## config.mk

```make
export PLATFORM = sky130hd
export DESIGN_NAME = hbf_supervisor
export DESIGN_NICKNAME = d
export VERILOG_FILES = /design/src/hbf_pkg.sv /design/src/hbf_supervisor.sv
export VERILOG_INCLUDE_DIRS = /design/src
export SDC_FILE = /design/constraint.sdc
export NUM_CORES = 2
export LEC_CHECK = 0
export ABC_AREA = 1
export BUFFER_PORTS_ARGS = -buffer_cell sky130_fd_sc_hd__buf_2
export CAP_MARGIN = 20
export CORE_ASPECT_RATIO = 2
export CORE_UTILIZATION = 60
export CTS_CLUSTER_SIZE = 28
export DETAILED_ROUTE_END_ITERATION = 16
export PLACE_DENSITY = 0.78
export SYNTH_ARGS = -nofsm -noshare
export SYNTH_HDL_FRONTEND = slang
export SYNTH_SLANG_ARGS = --single-unit
```

## constraint.sdc

```tcl
create_clock -name clk_sys_i -period 40.8 [get_ports clk_sys_i]
set_input_delay 4.08 -clock clk_sys_i [delete_from_list [all_inputs] [get_ports clk_sys_i]]
set_output_delay 4.08 -clock clk_sys_i [all_outputs]
set_load 0.01 [all_outputs]
```

## src/hbf_defines.svh

```systemverilog
// Timing counts, register offsets and field positions for the supervisor.
// Assumes a 25 MHz system clock; all counts are derived from it.
`ifndef HBF_DEFINES_SVH
`define HBF_DEFINES_SVH
// ==========================================================================
// Timing
`define HBF_CLK_MHZ        25
`define HBF_T_SET_US       10
`define HBF_T_SET_CYC      (`HBF_T_SET_US * `HBF_CLK_MHZ)
`define HBF_T_OC_NS        5000
`define HBF_T_OC_CYC       ((`HBF_T_OC_NS * `HBF_CLK_MHZ + 999) / 1000)
`define HBF_T_OL_NS        100000
`define HBF_T_OL_CYC       ((`HBF_T_OL_NS * `HBF_CLK_MHZ + 999) / 1000)
`define HBF_T_OLS_NS       20000
`define HBF_T_OLS_CYC      ((`HBF_T_OLS_NS * `HBF_CLK_MHZ + 999) / 1000)
`define HBF_DEAD_TIME_HIGH_TO_LOW_NS       2000
`define HBF_DEAD_TIME_HIGH_TO_LOW_CYC      ((`HBF_DEAD_TIME_HIGH_TO_LOW_NS * `HBF_CLK_MHZ + 999) / 1000)
`define HBF_DEAD_TIME_LOW_TO_HIGH_NS       2000
`define HBF_DEAD_TIME_LOW_TO_HIGH_CYC      ((`HBF_DEAD_TIME_LOW_TO_HIGH_NS * `HBF_CLK_MHZ + 999) / 1000)
// ==========================================================================
// Frame and registers
`define HBF_FRAME_BITS     16
`define HBF_A_HS_EN        7'h00
`define HBF_A_LS_EN        7'h01
`define HBF_A_FWOL         7'h02
`define HBF_A_GSTAT        7'h10
`define HBF_A_HS_OC        7'h11
`define HBF_A_LS_OC        7'h12
`define HBF_A_HS_OL        7'h13
`define HBF_A_LS_OL        7'h14
`define HBF_G_LE           6
`define HBF_G_UV           5
`define HBF_G_OV           4
`define HBF_G_POWER_ON_RESET_NEGATED         3
`define HBF_G_TSD          2
`define HBF_G_TPW          1
`endif

```

## src/hbf_pkg.sv

```systemverilog
// Types shared by the supervisor.
// Assumes hbf_defines.svh holds all numbers.
package hbf_pkg;
  typedef enum logic [0:0] {
    HBF_IDLE  = 1'b0,
    HBF_SHIFT = 1'b1
  } hbf_spi_state_t;

  typedef struct packed {
    logic warn;
    logic sd;
    logic uv;
    logic ov;
  } hbf_supply_t;

  typedef struct packed {
    logic       op;
    logic [6:0] addr;
    logic [7:0] data;
  } hbf_frame_t;
endpackage : hbf_pkg

```

## src/hbf_supervisor.sv

```systemverilog
// Fault supervisor and serial port for an eight-channel half-bridge driver.
// Assumes analog comparators on the raw inputs and a host SPI master.
// How it works
// - Overcurrent drops switch, keeps enable, sets flags
// - Latch off after full filter; hold while flagged
// - Clearing overcurrent flag re-arms enabled switch
// - Never both sides on; dead time between
// - Prewarning latches, outputs stay active
// - Shutdown latches all outputs off until cleared
// - Clearing shutdown resumes; persisting fault re-sets
// - Undervoltage: outputs off, flag latched, auto-recover
// - Overvoltage: outputs off, flag latched, auto-recover
// - Logic reset: port dead, state cleared, high-Z
// - Reset event shows as power-on bit zero
// - Open load after filter latches flags, output on
// - First two high sides: selectable low threshold
// - Free-wheeling stages blank open-load detection
// - Sixteen-bit frame starts on chip-select fall
// - Sample on falling clock, shift on rising
// - Act at chip-select rise; release data out
// - Addressed register returns within same frame
// - Byte-wide access; device never self-clears
// - Ignore frames too soon after enable rise
// - Operation bit one clears status, zero reads
`include "hbf_defines.svh"
`timescale 1ns/1ps
module hbf_supervisor
  import hbf_pkg::*;
(
  input  wire logic        clk_sys_i,
  input  wire logic        rst_i,
  input  wire logic        sclk_i,
  input  wire logic        csn_i,
  input  wire logic        sdi_i,
  input  wire logic        en_i,
  input  wire hbf_supply_t supply_i,
  input  wire logic [15:0] oc_raw_i,
  input  wire logic [15:0] ol_raw_i,
  input  wire logic [15:0] fw_active_i,
  output logic      [7:0]  hs_on_o,
  output logic      [7:0]  ls_on_o,
  output logic      [1:0]  ol_low_thr_o,
  output logic             sdo_o,
  output logic             sdo_oe_o
);
  // ========================================================================
  // Input synchronisers
  logic [39:0]    sy1_reg, sy2_reg;
  logic           sclk_d_reg, csn_d_reg;
  logic           sclk_s, csn_s, sdi_s, en_s;
  hbf_supply_t    sup_s;
  logic [15:0]    oc_s, ol_s;

  always_ff @(posedge clk_sys_i or posedge rst_i) begin
    if (rst_i) begin
      sy1_reg    <= 40'h40_0000_0000; // Chip select idles high: no false fall
      sy2_reg    <= 40'h40_0000_0000;
      sclk_d_reg <= 1'b0;
      csn_d_reg  <= 1'b1;
    end else begin
      sy1_reg    <= {sclk_i, csn_i, sdi_i, en_i, supply_i, oc_raw_i, ol_raw_i};
      sy2_reg    <= sy1_reg;
      sclk_d_reg <= sy2_reg[39];
      csn_d_reg  <= sy2_reg[38];
    end
  end

  assign sclk_s = sy2_reg[39];
  assign csn_s  = sy2_reg[38];
  assign sdi_s  = sy2_reg[37];
  assign en_s   = sy2_reg[36];
  assign sup_s  = hbf_supply_t'(sy2_reg[35:32]);
  assign oc_s   = sy2_reg[31:16];
  assign ol_s   = sy2_reg[15:0];

  // ========================================================================
  // Enable setup window
  logic [8:0] set_cnt_reg;
  logic       set_done;
  assign set_done = (set_cnt_reg == 9'(`HBF_T_SET_CYC));

  always_ff @(posedge clk_sys_i or posedge rst_i) begin
    if (rst_i) begin
      set_cnt_reg <= 9'h0;
    end else if (!en_s) begin
      set_cnt_reg <= 9'h0;
    end else if (!set_done) begin
      set_cnt_reg <= set_cnt_reg + 9'h1;
    end
  end

  // ========================================================================
  // Serial port
  hbf_spi_state_t state_reg;
  logic [4:0]     cnt_reg;
  logic [15:0]    rx_reg;
  logic [7:0]     addr_reg;
  logic           go_reg;
  hbf_frame_t     cmd_reg;
  logic [7:0]     gstat, rd_data;
  logic           out_bit;
  logic           csn_fall, csn_rise, sclk_fall, sclk_rise;

  assign csn_fall  = csn_d_reg & ~csn_s;
  assign csn_rise  = ~csn_d_reg & csn_s;
  assign sclk_fall = sclk_d_reg & ~sclk_s;
  assign sclk_rise = ~sclk_d_reg & sclk_s;
  assign out_bit   = (cnt_reg < 5'd8) ? gstat[3'd7 - cnt_reg[2:0]]
                                      : rd_data[3'd7 - cnt_reg[2:0]];

  always_ff @(posedge clk_sys_i or posedge rst_i) begin
    if (rst_i) begin
      state_reg <= HBF_IDLE;
      cnt_reg   <= 5'h0;
      rx_reg    <= 16'h0;
      addr_reg  <= 8'h0;
      go_reg    <= 1'b0;
      cmd_reg   <= '0;
      sdo_o     <= 1'b0;
      sdo_oe_o  <= 1'b0;
    end else begin
      go_reg <= 1'b0;
      case (state_reg)
        HBF_IDLE: begin
          if (csn_fall && set_done) begin
            state_reg <= HBF_SHIFT;
            cnt_reg   <= 5'h0;
            sdo_oe_o  <= 1'b1;
            sdo_o     <= gstat[7];
          end
        end
        HBF_SHIFT: begin
          if (csn_rise) begin
            state_reg <= HBF_IDLE;
            sdo_oe_o  <= 1'b0;
            go_reg    <= (cnt_reg == 5'(`HBF_FRAME_BITS));
            cmd_reg   <= {addr_reg, rx_reg[7:0]};
          end else if (sclk_fall) begin
            rx_reg <= {rx_reg[14:0], sdi_s};
            if (cnt_reg == 5'd7) begin
              addr_reg <= {rx_reg[6:0], sdi_s};
            end
            if (cnt_reg != 5'h1f) begin
              cnt_reg <= cnt_reg + 5'h1;
            end
          end else if (sclk_rise && cnt_reg < 5'(`HBF_FRAME_BITS)) begin
            sdo_o <= out_bit;
          end
        end
        default: state_reg <= HBF_IDLE;
      endcase
    end
  end

  // ========================================================================
  // Control registers
  logic [7:0] hs_en_reg, ls_en_reg;
  logic [1:0] fwol_reg;
  logic       wr;
  assign wr = go_reg & cmd_reg.op;

  always_ff @(posedge clk_sys_i or posedge rst_i) begin
    if (rst_i) begin
      hs_en_reg <= 8'h0;
      ls_en_reg <= 8'h0;
      fwol_reg  <= 2'h0;
    end else if (wr) begin
      if (cmd_reg.addr == `HBF_A_HS_EN) begin
        hs_en_reg <= cmd_reg.data;
      end else if (cmd_reg.addr == `HBF_A_LS_EN) begin
        ls_en_reg <= cmd_reg.data;
      end else if (cmd_reg.addr == `HBF_A_FWOL) begin
        fwol_reg <= cmd_reg.data[1:0];
      end
    end
  end

  // ========================================================================
  // Status flags; a set in the clear cycle wins
  logic [15:0] oc_flag, ol_flag, oc_set, ol_set, oc_clr, ol_clr;
  logic        le_reg, uv_reg, ov_reg, tsd_reg, tpw_reg, power_on_reset_negated_reg, gclr;

  always_comb begin
    oc_clr = 16'h0;
    ol_clr = 16'h0;
    gclr   = 1'b0;
    if (wr && cmd_reg.addr == `HBF_A_HS_OC) begin
      oc_clr[7:0] = 8'hff;
    end else if (wr && cmd_reg.addr == `HBF_A_LS_OC) begin
      oc_clr[15:8] = 8'hff;
    end else if (wr && cmd_reg.addr == `HBF_A_HS_OL) begin
      ol_clr[7:0] = 8'hff;
    end else if (wr && cmd_reg.addr == `HBF_A_LS_OL) begin
      ol_clr[15:8] = 8'hff;
    end else if (wr && cmd_reg.addr == `HBF_A_GSTAT) begin
      gclr = 1'b1;
    end
  end

  always_ff @(posedge clk_sys_i or posedge rst_i) begin
    if (rst_i) begin
      le_reg   <= 1'b0;
      uv_reg   <= 1'b0;
      ov_reg   <= 1'b0;
      tsd_reg  <= 1'b0;
      tpw_reg  <= 1'b0;
      power_on_reset_negated_reg <= 1'b0;
    end else begin
      le_reg   <= (|oc_set) | (|ol_set) | (le_reg & ~gclr);
      uv_reg   <= sup_s.uv | (uv_reg & ~gclr);
      ov_reg   <= sup_s.ov | (ov_reg & ~gclr);
      tsd_reg  <= sup_s.sd | (tsd_reg & ~gclr);
      tpw_reg  <= sup_s.warn | (tpw_reg & ~gclr);
      power_on_reset_negated_reg <= power_on_reset_negated_reg | gclr;
    end
  end

  assign gstat = {1'b0, le_reg, uv_reg, ov_reg, power_on_reset_negated_reg, tsd_reg,
                  tpw_reg, 1'b0};

  always_comb begin
    if (addr_reg[6:0] == `HBF_A_HS_EN) begin
      rd_data = hs_en_reg;
    end else if (addr_reg[6:0] == `HBF_A_LS_EN) begin
      rd_data = ls_en_reg;
    end else if (addr_reg[6:0] == `HBF_A_FWOL) begin
      rd_data = {6'h0, fwol_reg};
    end else if (addr_reg[6:0] == `HBF_A_GSTAT) begin
      rd_data = gstat;
    end else if (addr_reg[6:0] == `HBF_A_HS_OC) begin
      rd_data = oc_flag[7:0];
    end else if (addr_reg[6:0] == `HBF_A_LS_OC) begin
      rd_data = oc_flag[15:8];
    end else if (addr_reg[6:0] == `HBF_A_HS_OL) begin
      rd_data = ol_flag[7:0];
    end else if (addr_reg[6:0] == `HBF_A_LS_OL) begin
      rd_data = ol_flag[15:8];
    end else begin
      rd_data = 8'h0;
    end
  end

  // ========================================================================
  // Per-switch filters; index 0..7 high sides, 8..15 low sides
  logic [15:0] sw_on, allow;
  assign sw_on = {ls_on_o, hs_on_o};
  assign allow = {ls_en_reg, hs_en_reg} & ~oc_flag
               & {16{~(tsd_reg | sup_s.sd | sup_s.uv | sup_s.ov)}};

  for (genvar i = 0; i < 16; i++) begin : g_sw
    logic [11:0] oc_cnt_reg, ol_cnt_reg, ol_lim;
    logic        oc_q, ol_q, oc_cond, ol_cond;
    assign oc_cond = oc_s[i] & sw_on[i];
    assign ol_cond = ol_s[i] & sw_on[i] & ~fw_active_i[i];
    if (i < 2) begin : g_led
      assign ol_lim = fwol_reg[i] ? 12'(`HBF_T_OLS_CYC) : 12'(`HBF_T_OL_CYC);
    end else begin : g_std
      assign ol_lim = 12'(`HBF_T_OL_CYC);
    end
    assign oc_set[i]  = oc_cond & (oc_cnt_reg == 12'(`HBF_T_OC_CYC - 1));
    assign ol_set[i]  = ol_cond & (ol_cnt_reg >= ol_lim - 12'h1);
    assign oc_flag[i] = oc_q;
    assign ol_flag[i] = ol_q;
    always_ff @(posedge clk_sys_i or posedge rst_i) begin
      if (rst_i) begin
        oc_cnt_reg <= 12'h0;
        ol_cnt_reg <= 12'h0;
        oc_q       <= 1'b0;
        ol_q       <= 1'b0;
      end else begin
        oc_cnt_reg <= !oc_cond ? 12'h0 : oc_set[i] ? oc_cnt_reg
                                       : oc_cnt_reg + 12'h1;
        ol_cnt_reg <= !ol_cond ? 12'h0 : ol_set[i] ? ol_cnt_reg
                                       : ol_cnt_reg + 12'h1;
        oc_q <= oc_set[i] | (oc_q & ~oc_clr[i]);
        ol_q <= ol_set[i] | (ol_q & ~ol_clr[i]);
      end
    end
  end

  // ========================================================================
  // Bridge drive with dead time; both requested means both off
  for (genvar j = 0; j < 8; j++) begin : g_br
    logic [5:0] dt_reg;
    logic       hs_q, ls_q, req_h, req_l;
    assign req_h = allow[j] & ~allow[j+8];
    assign req_l = allow[j+8] & ~allow[j];
    assign hs_on_o[j] = hs_q;
    assign ls_on_o[j] = ls_q;
    always_ff @(posedge clk_sys_i or posedge rst_i) begin
      if (rst_i) begin
        hs_q   <= 1'b0;
        ls_q   <= 1'b0;
        dt_reg <= 6'h0;
      end else if (hs_q && !req_h) begin
        hs_q   <= 1'b0;
        dt_reg <= 6'(`HBF_DEAD_TIME_HIGH_TO_LOW_CYC);
      end else if (ls_q && !req_l) begin
        ls_q   <= 1'b0;
        dt_reg <= 6'(`HBF_DEAD_TIME_LOW_TO_HIGH_CYC);
      end else if (dt_reg != 6'h0) begin
        dt_reg <= dt_reg - 6'h1;
      end else begin
        hs_q <= req_h;
        ls_q <= req_l;
      end
    end
  end

  always_ff @(posedge clk_sys_i or posedge rst_i) begin
    if (rst_i) begin
      ol_low_thr_o <= 2'h0;
    end else begin
      ol_low_thr_o <= fwol_reg;
    end
  end
endmodule : hbf_supervisor

```

# Yosys cells after proc, flatten, opt, wreduce, memory -nomap -nowiden
# Index checks and enable logic that the tools add are counted.
# totals
regBits	638
inputBits	58
output_inout_bits	20
elab_cells	800
# classes
add_sub_neg	45
order_cmp	19
n_eq_ne	98
n_mux	176
n_bitwise	265
reduce_logical	84
# op_table
cell	count
$mux W12	66
$add A12 B1 Y12 const B	32
$eq A12 B7 Y1 const B	16
$ge A12 B12 Y1 const B	14
$mux W6	24
$and A1 B1 Y1	138
$ne A2 B2 Y1 const B	60
$mux W8	14
$not A1 Y1	82
$eq A7 B5 Y1 const B	10
$mux W1	58
$reduce_bool A6 Y1	8
$sub A6 B1 Y6 const B	8
$or A1 B1 Y1	42
$reduce_and A2 Y1	19
$and A16 B16 Y16	2
$mux W16	2
$reduce_or A16 Y1	2
$ge A12 B12 Y1	2
$reduce_bool A3 Y1	8
$sub A12 B1 Y12 const B	2
$logic_and A1 B1 Y1	23
$mux W5	4
$mux W9	2
21 further kinds	49

# Longest topological paths before layout
# logic_depth
word_depth	16
mapped_depth	17
depth_no_buf	17

# Worst setup path after synthesis
# Ideal clock, no wire load.
# synth_timing
kind	input-to-reg
start	in fw_active_i[12]
end	reg g_sw[12].ol_cnt_reg[2]
setup_time_ps	127
t_arrival_ps	4933
required_time_ps	40673
setup_slack_ps	35740
cell_stages	5
n_path_buf	1
cell_sequence	nor2_1 -> nand3_1 -> clkbuf_1 -> a21oi_1 -> nor3_1
# synth_between
elab_chain_cells	4
word_cells_on_any_way	5
classes_between	eq/ne (1); mux (1); bitwise (3)
# synth_rtl
element	line	text
start: declaration	hbf_supervisor.sv:39	input wire logic [15:0] fw_active_i,
$not A1 Y1 (*)	hbf_supervisor.sv:254	assign ol_cond = ol_s[i] & sw_on[i] & ~fw_active_i[i];
$and A1 B1 Y1 (*)	hbf_supervisor.sv:254	
$and A1 B1 Y1	hbf_supervisor.sv:261	assign ol_set[i] = ol_cond & (ol_cnt_reg >= ol_lim - 12'h1);
$ne A2 B2 Y1 (no source line)	-	
end signal: assignment	hbf_supervisor.sv:273	ol_cnt_reg <= !ol_cond ? 12'h0 : ol_set[i] ? ol_cnt_reg
end: declaration	hbf_supervisor.sv:251	logic [11:0] oc_cnt_reg, ol_cnt_reg, ol_lim;
# Every way passes the cells marked *; elsewhere a longest branch is shown, timed or not.
# A chain may end at the register's enable or synchronous reset.

==> flow_metrics.env <==
export IMPL_async_reset_ff_share_pct=100.0
export IMPL_crit_type="in2async"
export IMPL_first_iter_violations=1477
export IMPL_wl_per_cell_um=15.29
export IMPL_slew_headroom_pct=34.66
export IMPL_via_per_inst=5.566
export IMPL_dpl_hpwl_um=50200
export IMPL_status="finished, final reports clean"
export IMPL_drive_gt1_share_pct=6.352
export IMPL_tns_ps=0
export IMPL_skew_ps=32.82
export IMPL_yosysTopAreaCell="dfrtp_1"
export IMPL_place_congestion=0.9208
export IMPL_drv_slew=0
export IMPL_clkPwrFrac_pct=47.0
export IMPL_seqPwrFrac_pct=51.7
export IMPL_hold_path_class="reg2reg"
export IMPL_crit_path_start_kind="input pin"
export IMPL_syn_area_per_cell_sq_um=8.288
export IMPL_grt_usage_pct=27.21
export IMPL_min_path_cells=0
export IMPL_synth_commonest_cells="635 x dfrtp_1, 618 x inv_1, 582 x nand2_1, 378 x nor2_1, 343 x o21ai_0"
export IMPL_synth_cells=3712
export IMPL_fin_crit_sh_pct=14.33
export IMPL_r2r_start="g_br[0].ls_q"
export IMPL_worstMarginPinSlew_ps=980.0
export IMPL_dieHeight_um=322.2
export IMPL_clock_fmax_mhz=171.0
export IMPL_grt_overflow=0
export IMPL_cts_root_buf="clkbuf_16"
export IMPL_synth_edf_count=0
export IMPL_combPwrFrac_pct=1.3
export IMPL_synthFlopType="dfrtp_1"
export IMPL_power_total_mw=1.235
export IMPL_dp_cells=4412
export IMPL_hold_buffers=0
export IMPL_stdcell_count=4511
export IMPL_worstPathArrival_ps=6450
export IMPL_critPathRequiredTime_ps=41400
export IMPL_cts_tree="built"
export IMPL_rsz0062_at_grt="false"
export IMPL_cts_sinks=638
export IMPL_critPathMaxFanout=163
export IMPL_cts_buffer_depth=3
export IMPL_clk_latency_ps=620
export IMPL_htreeDepth=2
export IMPL_start_util_pct=60.56
export IMPL_clkTransAtPathRegs_ps=60
export IMPL_p_int_uw=980.6
export IMPL_crit_path_end_kind="asynchronous set/reset pin"
export IMPL_max_vdd_ir_drop_mv=0.05391
export IMPL_cts_buffers=55
export IMPL_grt_start_max_net_pins=181
export IMPL_firstDrtPassIters=6
export IMPL_grt_pass1_vias=25508
export IMPL_power_net_switching_uw=254.2
export IMPL_synth_top_cell_area_share_pct=51.65
export IMPL_postCtsSetupBuffers=0
export IMPL_synth_warnings=0
export IMPL_ant_nets=0
export IMPL_hold_ws_ps=348.3
export IMPL_wl_um=68990
export IMPL_cap_violations=0
export IMPL_core_area_sq_mm=0.05080
export IMPL_post_cts_resize_count=0
export IMPL_setup_violations=0
export IMPL_r2r_cells=8
export IMPL_fp_dieArea_sq_mm=0.05224
export IMPL_drc=0
export IMPL_grt_pass1_wl_um=116000
export IMPL_startpoint="rst_i"
export IMPL_hold_viol_final=0
export IMPL_ys_seq_elements=638
export IMPL_swShare_pct=20.59
export IMPL_final_net_count=3949
export IMPL_io_buffers=77
export IMPL_die_x_um=162.1
export IMPL_yosysMostFrequentCell="dfrtp_1"
export IMPL_antenna_found_initial=0
export IMPL_rows=117
export IMPL_ios=78
export IMPL_power_density_mw_per_mm2=36.49
export IMPL_synth_nets=3845
export IMPL_netlist_top_cells_area="dfrtp_1 52%, inv_1 7.5%, nand2_1 7.1%"
export IMPL_n_antenna_cell=0
export IMPL_syn_area_sq_mm=0.03076
export IMPL_vias=25109
export IMPL_total_leakage_power_nw=15.25
export IMPL_area_growth_pct=9.997
export IMPL_period_minus_slack_ps=5847
export IMPL_ys_seq_area_share_pct=51.91
export IMPL_yosysUniqueCellTypes=59
export IMPL_hp_start="sy1_reg[13]"
==> cells in the final DEF, fill, tap and decap left out, types with 12 or more instances in the layout <==
| cell | n |
|---|---|
| xor2_1 | 43 |
| o21a_1 | 14 |
| nand3_1 | 254 |
| nor2_1 | 378 |
| buf_2 | 77 |
| dfrtp_1 | 635 |
| nand4_1 | 74 |
| a21oi_1 | 258 |
| o31ai_1 | 15 |
| inv_1 | 617 |
| clkbuf_16 | 55 |
| ha_1 | 75 |
| nand2_1 | 582 |
| nor3_1 | 158 |
| buf_4 | 12 |
| bufinv_16 | 12 |
| nand2_2 | 13 |
| xnor2_1 | 14 |
| a31oi_1 | 21 |
| a211oi_1 | 12 |
| o21ai_0 | 343 |
| nor4_1 | 48 |
==> cell families after synthesis <==
kind of cell,Yosys count,synth area share (%)
AOI/OAI and AO/OA,711,12.40
xor gates and xnor gates,57,1.623
adders and majority gates,75,3.050
buffers and inverters,672,8.488
DFF,638,51.91
and+or+nand+nor,1559,22.53
==> layer usage <==
layer | wire [um] | global-route usage [%] | share of wire (%) | up-vias
met3 | 2096 | 2.726 | 3.0 | 218
met1 | 25600 | 28.39 | 37 | 12023
met2 | 37300 | 52.27 | 54 | 502
met4 | 3994 | 15.22 | 5.8 | 0
li1 | - | - | - | 12366
met5 | 0 | 0 | 0 | -
==> per-stage QoR <==
step	setup slack (ps)	area (sq um)	utilization [%]
3_3_place_gp	34300	31850	62.69
2_1_floorplan	18850	30760	-
4_1_cts	34910	33830	66.61
5_1_grt	34580	33840	66.61
3_5_place_dp	34280	31850	62.69
6_report	34950	33840	66.61
==> worst max-delay path, stage by stage <==
cell and delay (ps):
buf_2 130, inv_8 560, buf_4 770, buf_12 650
==> area by class of cell <==
cell class	instances	area, sq um
Tap cell	654	818.3
Clock buffer	71	1536
Fill cell	4137	16960
Timing Repair Buffer	92	520.5
Multi-Input combinational cell	2402	12180
Inverter	627	2361
Clock inverter	27	450.4
Sequential cell	638	15970
==> path summary, 6_finish.rpt <==
kind | endpoint | slack, ps
max in group clk_sys_i | ls_on_o[3] | 35320
worst max-delay path | g_sw[8].oc_cnt_reg[9] | 34950
min in group asynchronous | g_sw[13].oc_cnt_reg[11] | 3650
worst min register to register | sy2_reg[13] | 350
worst min-delay path | sy2_reg[13] | 350
worst max register to register | g_sw[8].ol_cnt_reg[9] | 38260
==> power groups by stage <==
stage                     combinational (mW)  sequential [mW]  clock (mW)
after floorplan                      0.00995            0.651           0
after global placement                0.0172            0.651           0
after detailed placement              0.0172            0.651           0
after CTS                             0.0172            0.639       0.590
after global routing                  0.0192            0.639       0.613
final                                 0.0162            0.639       0.580
No activity file was read; power rests on OpenSTA's default activity.
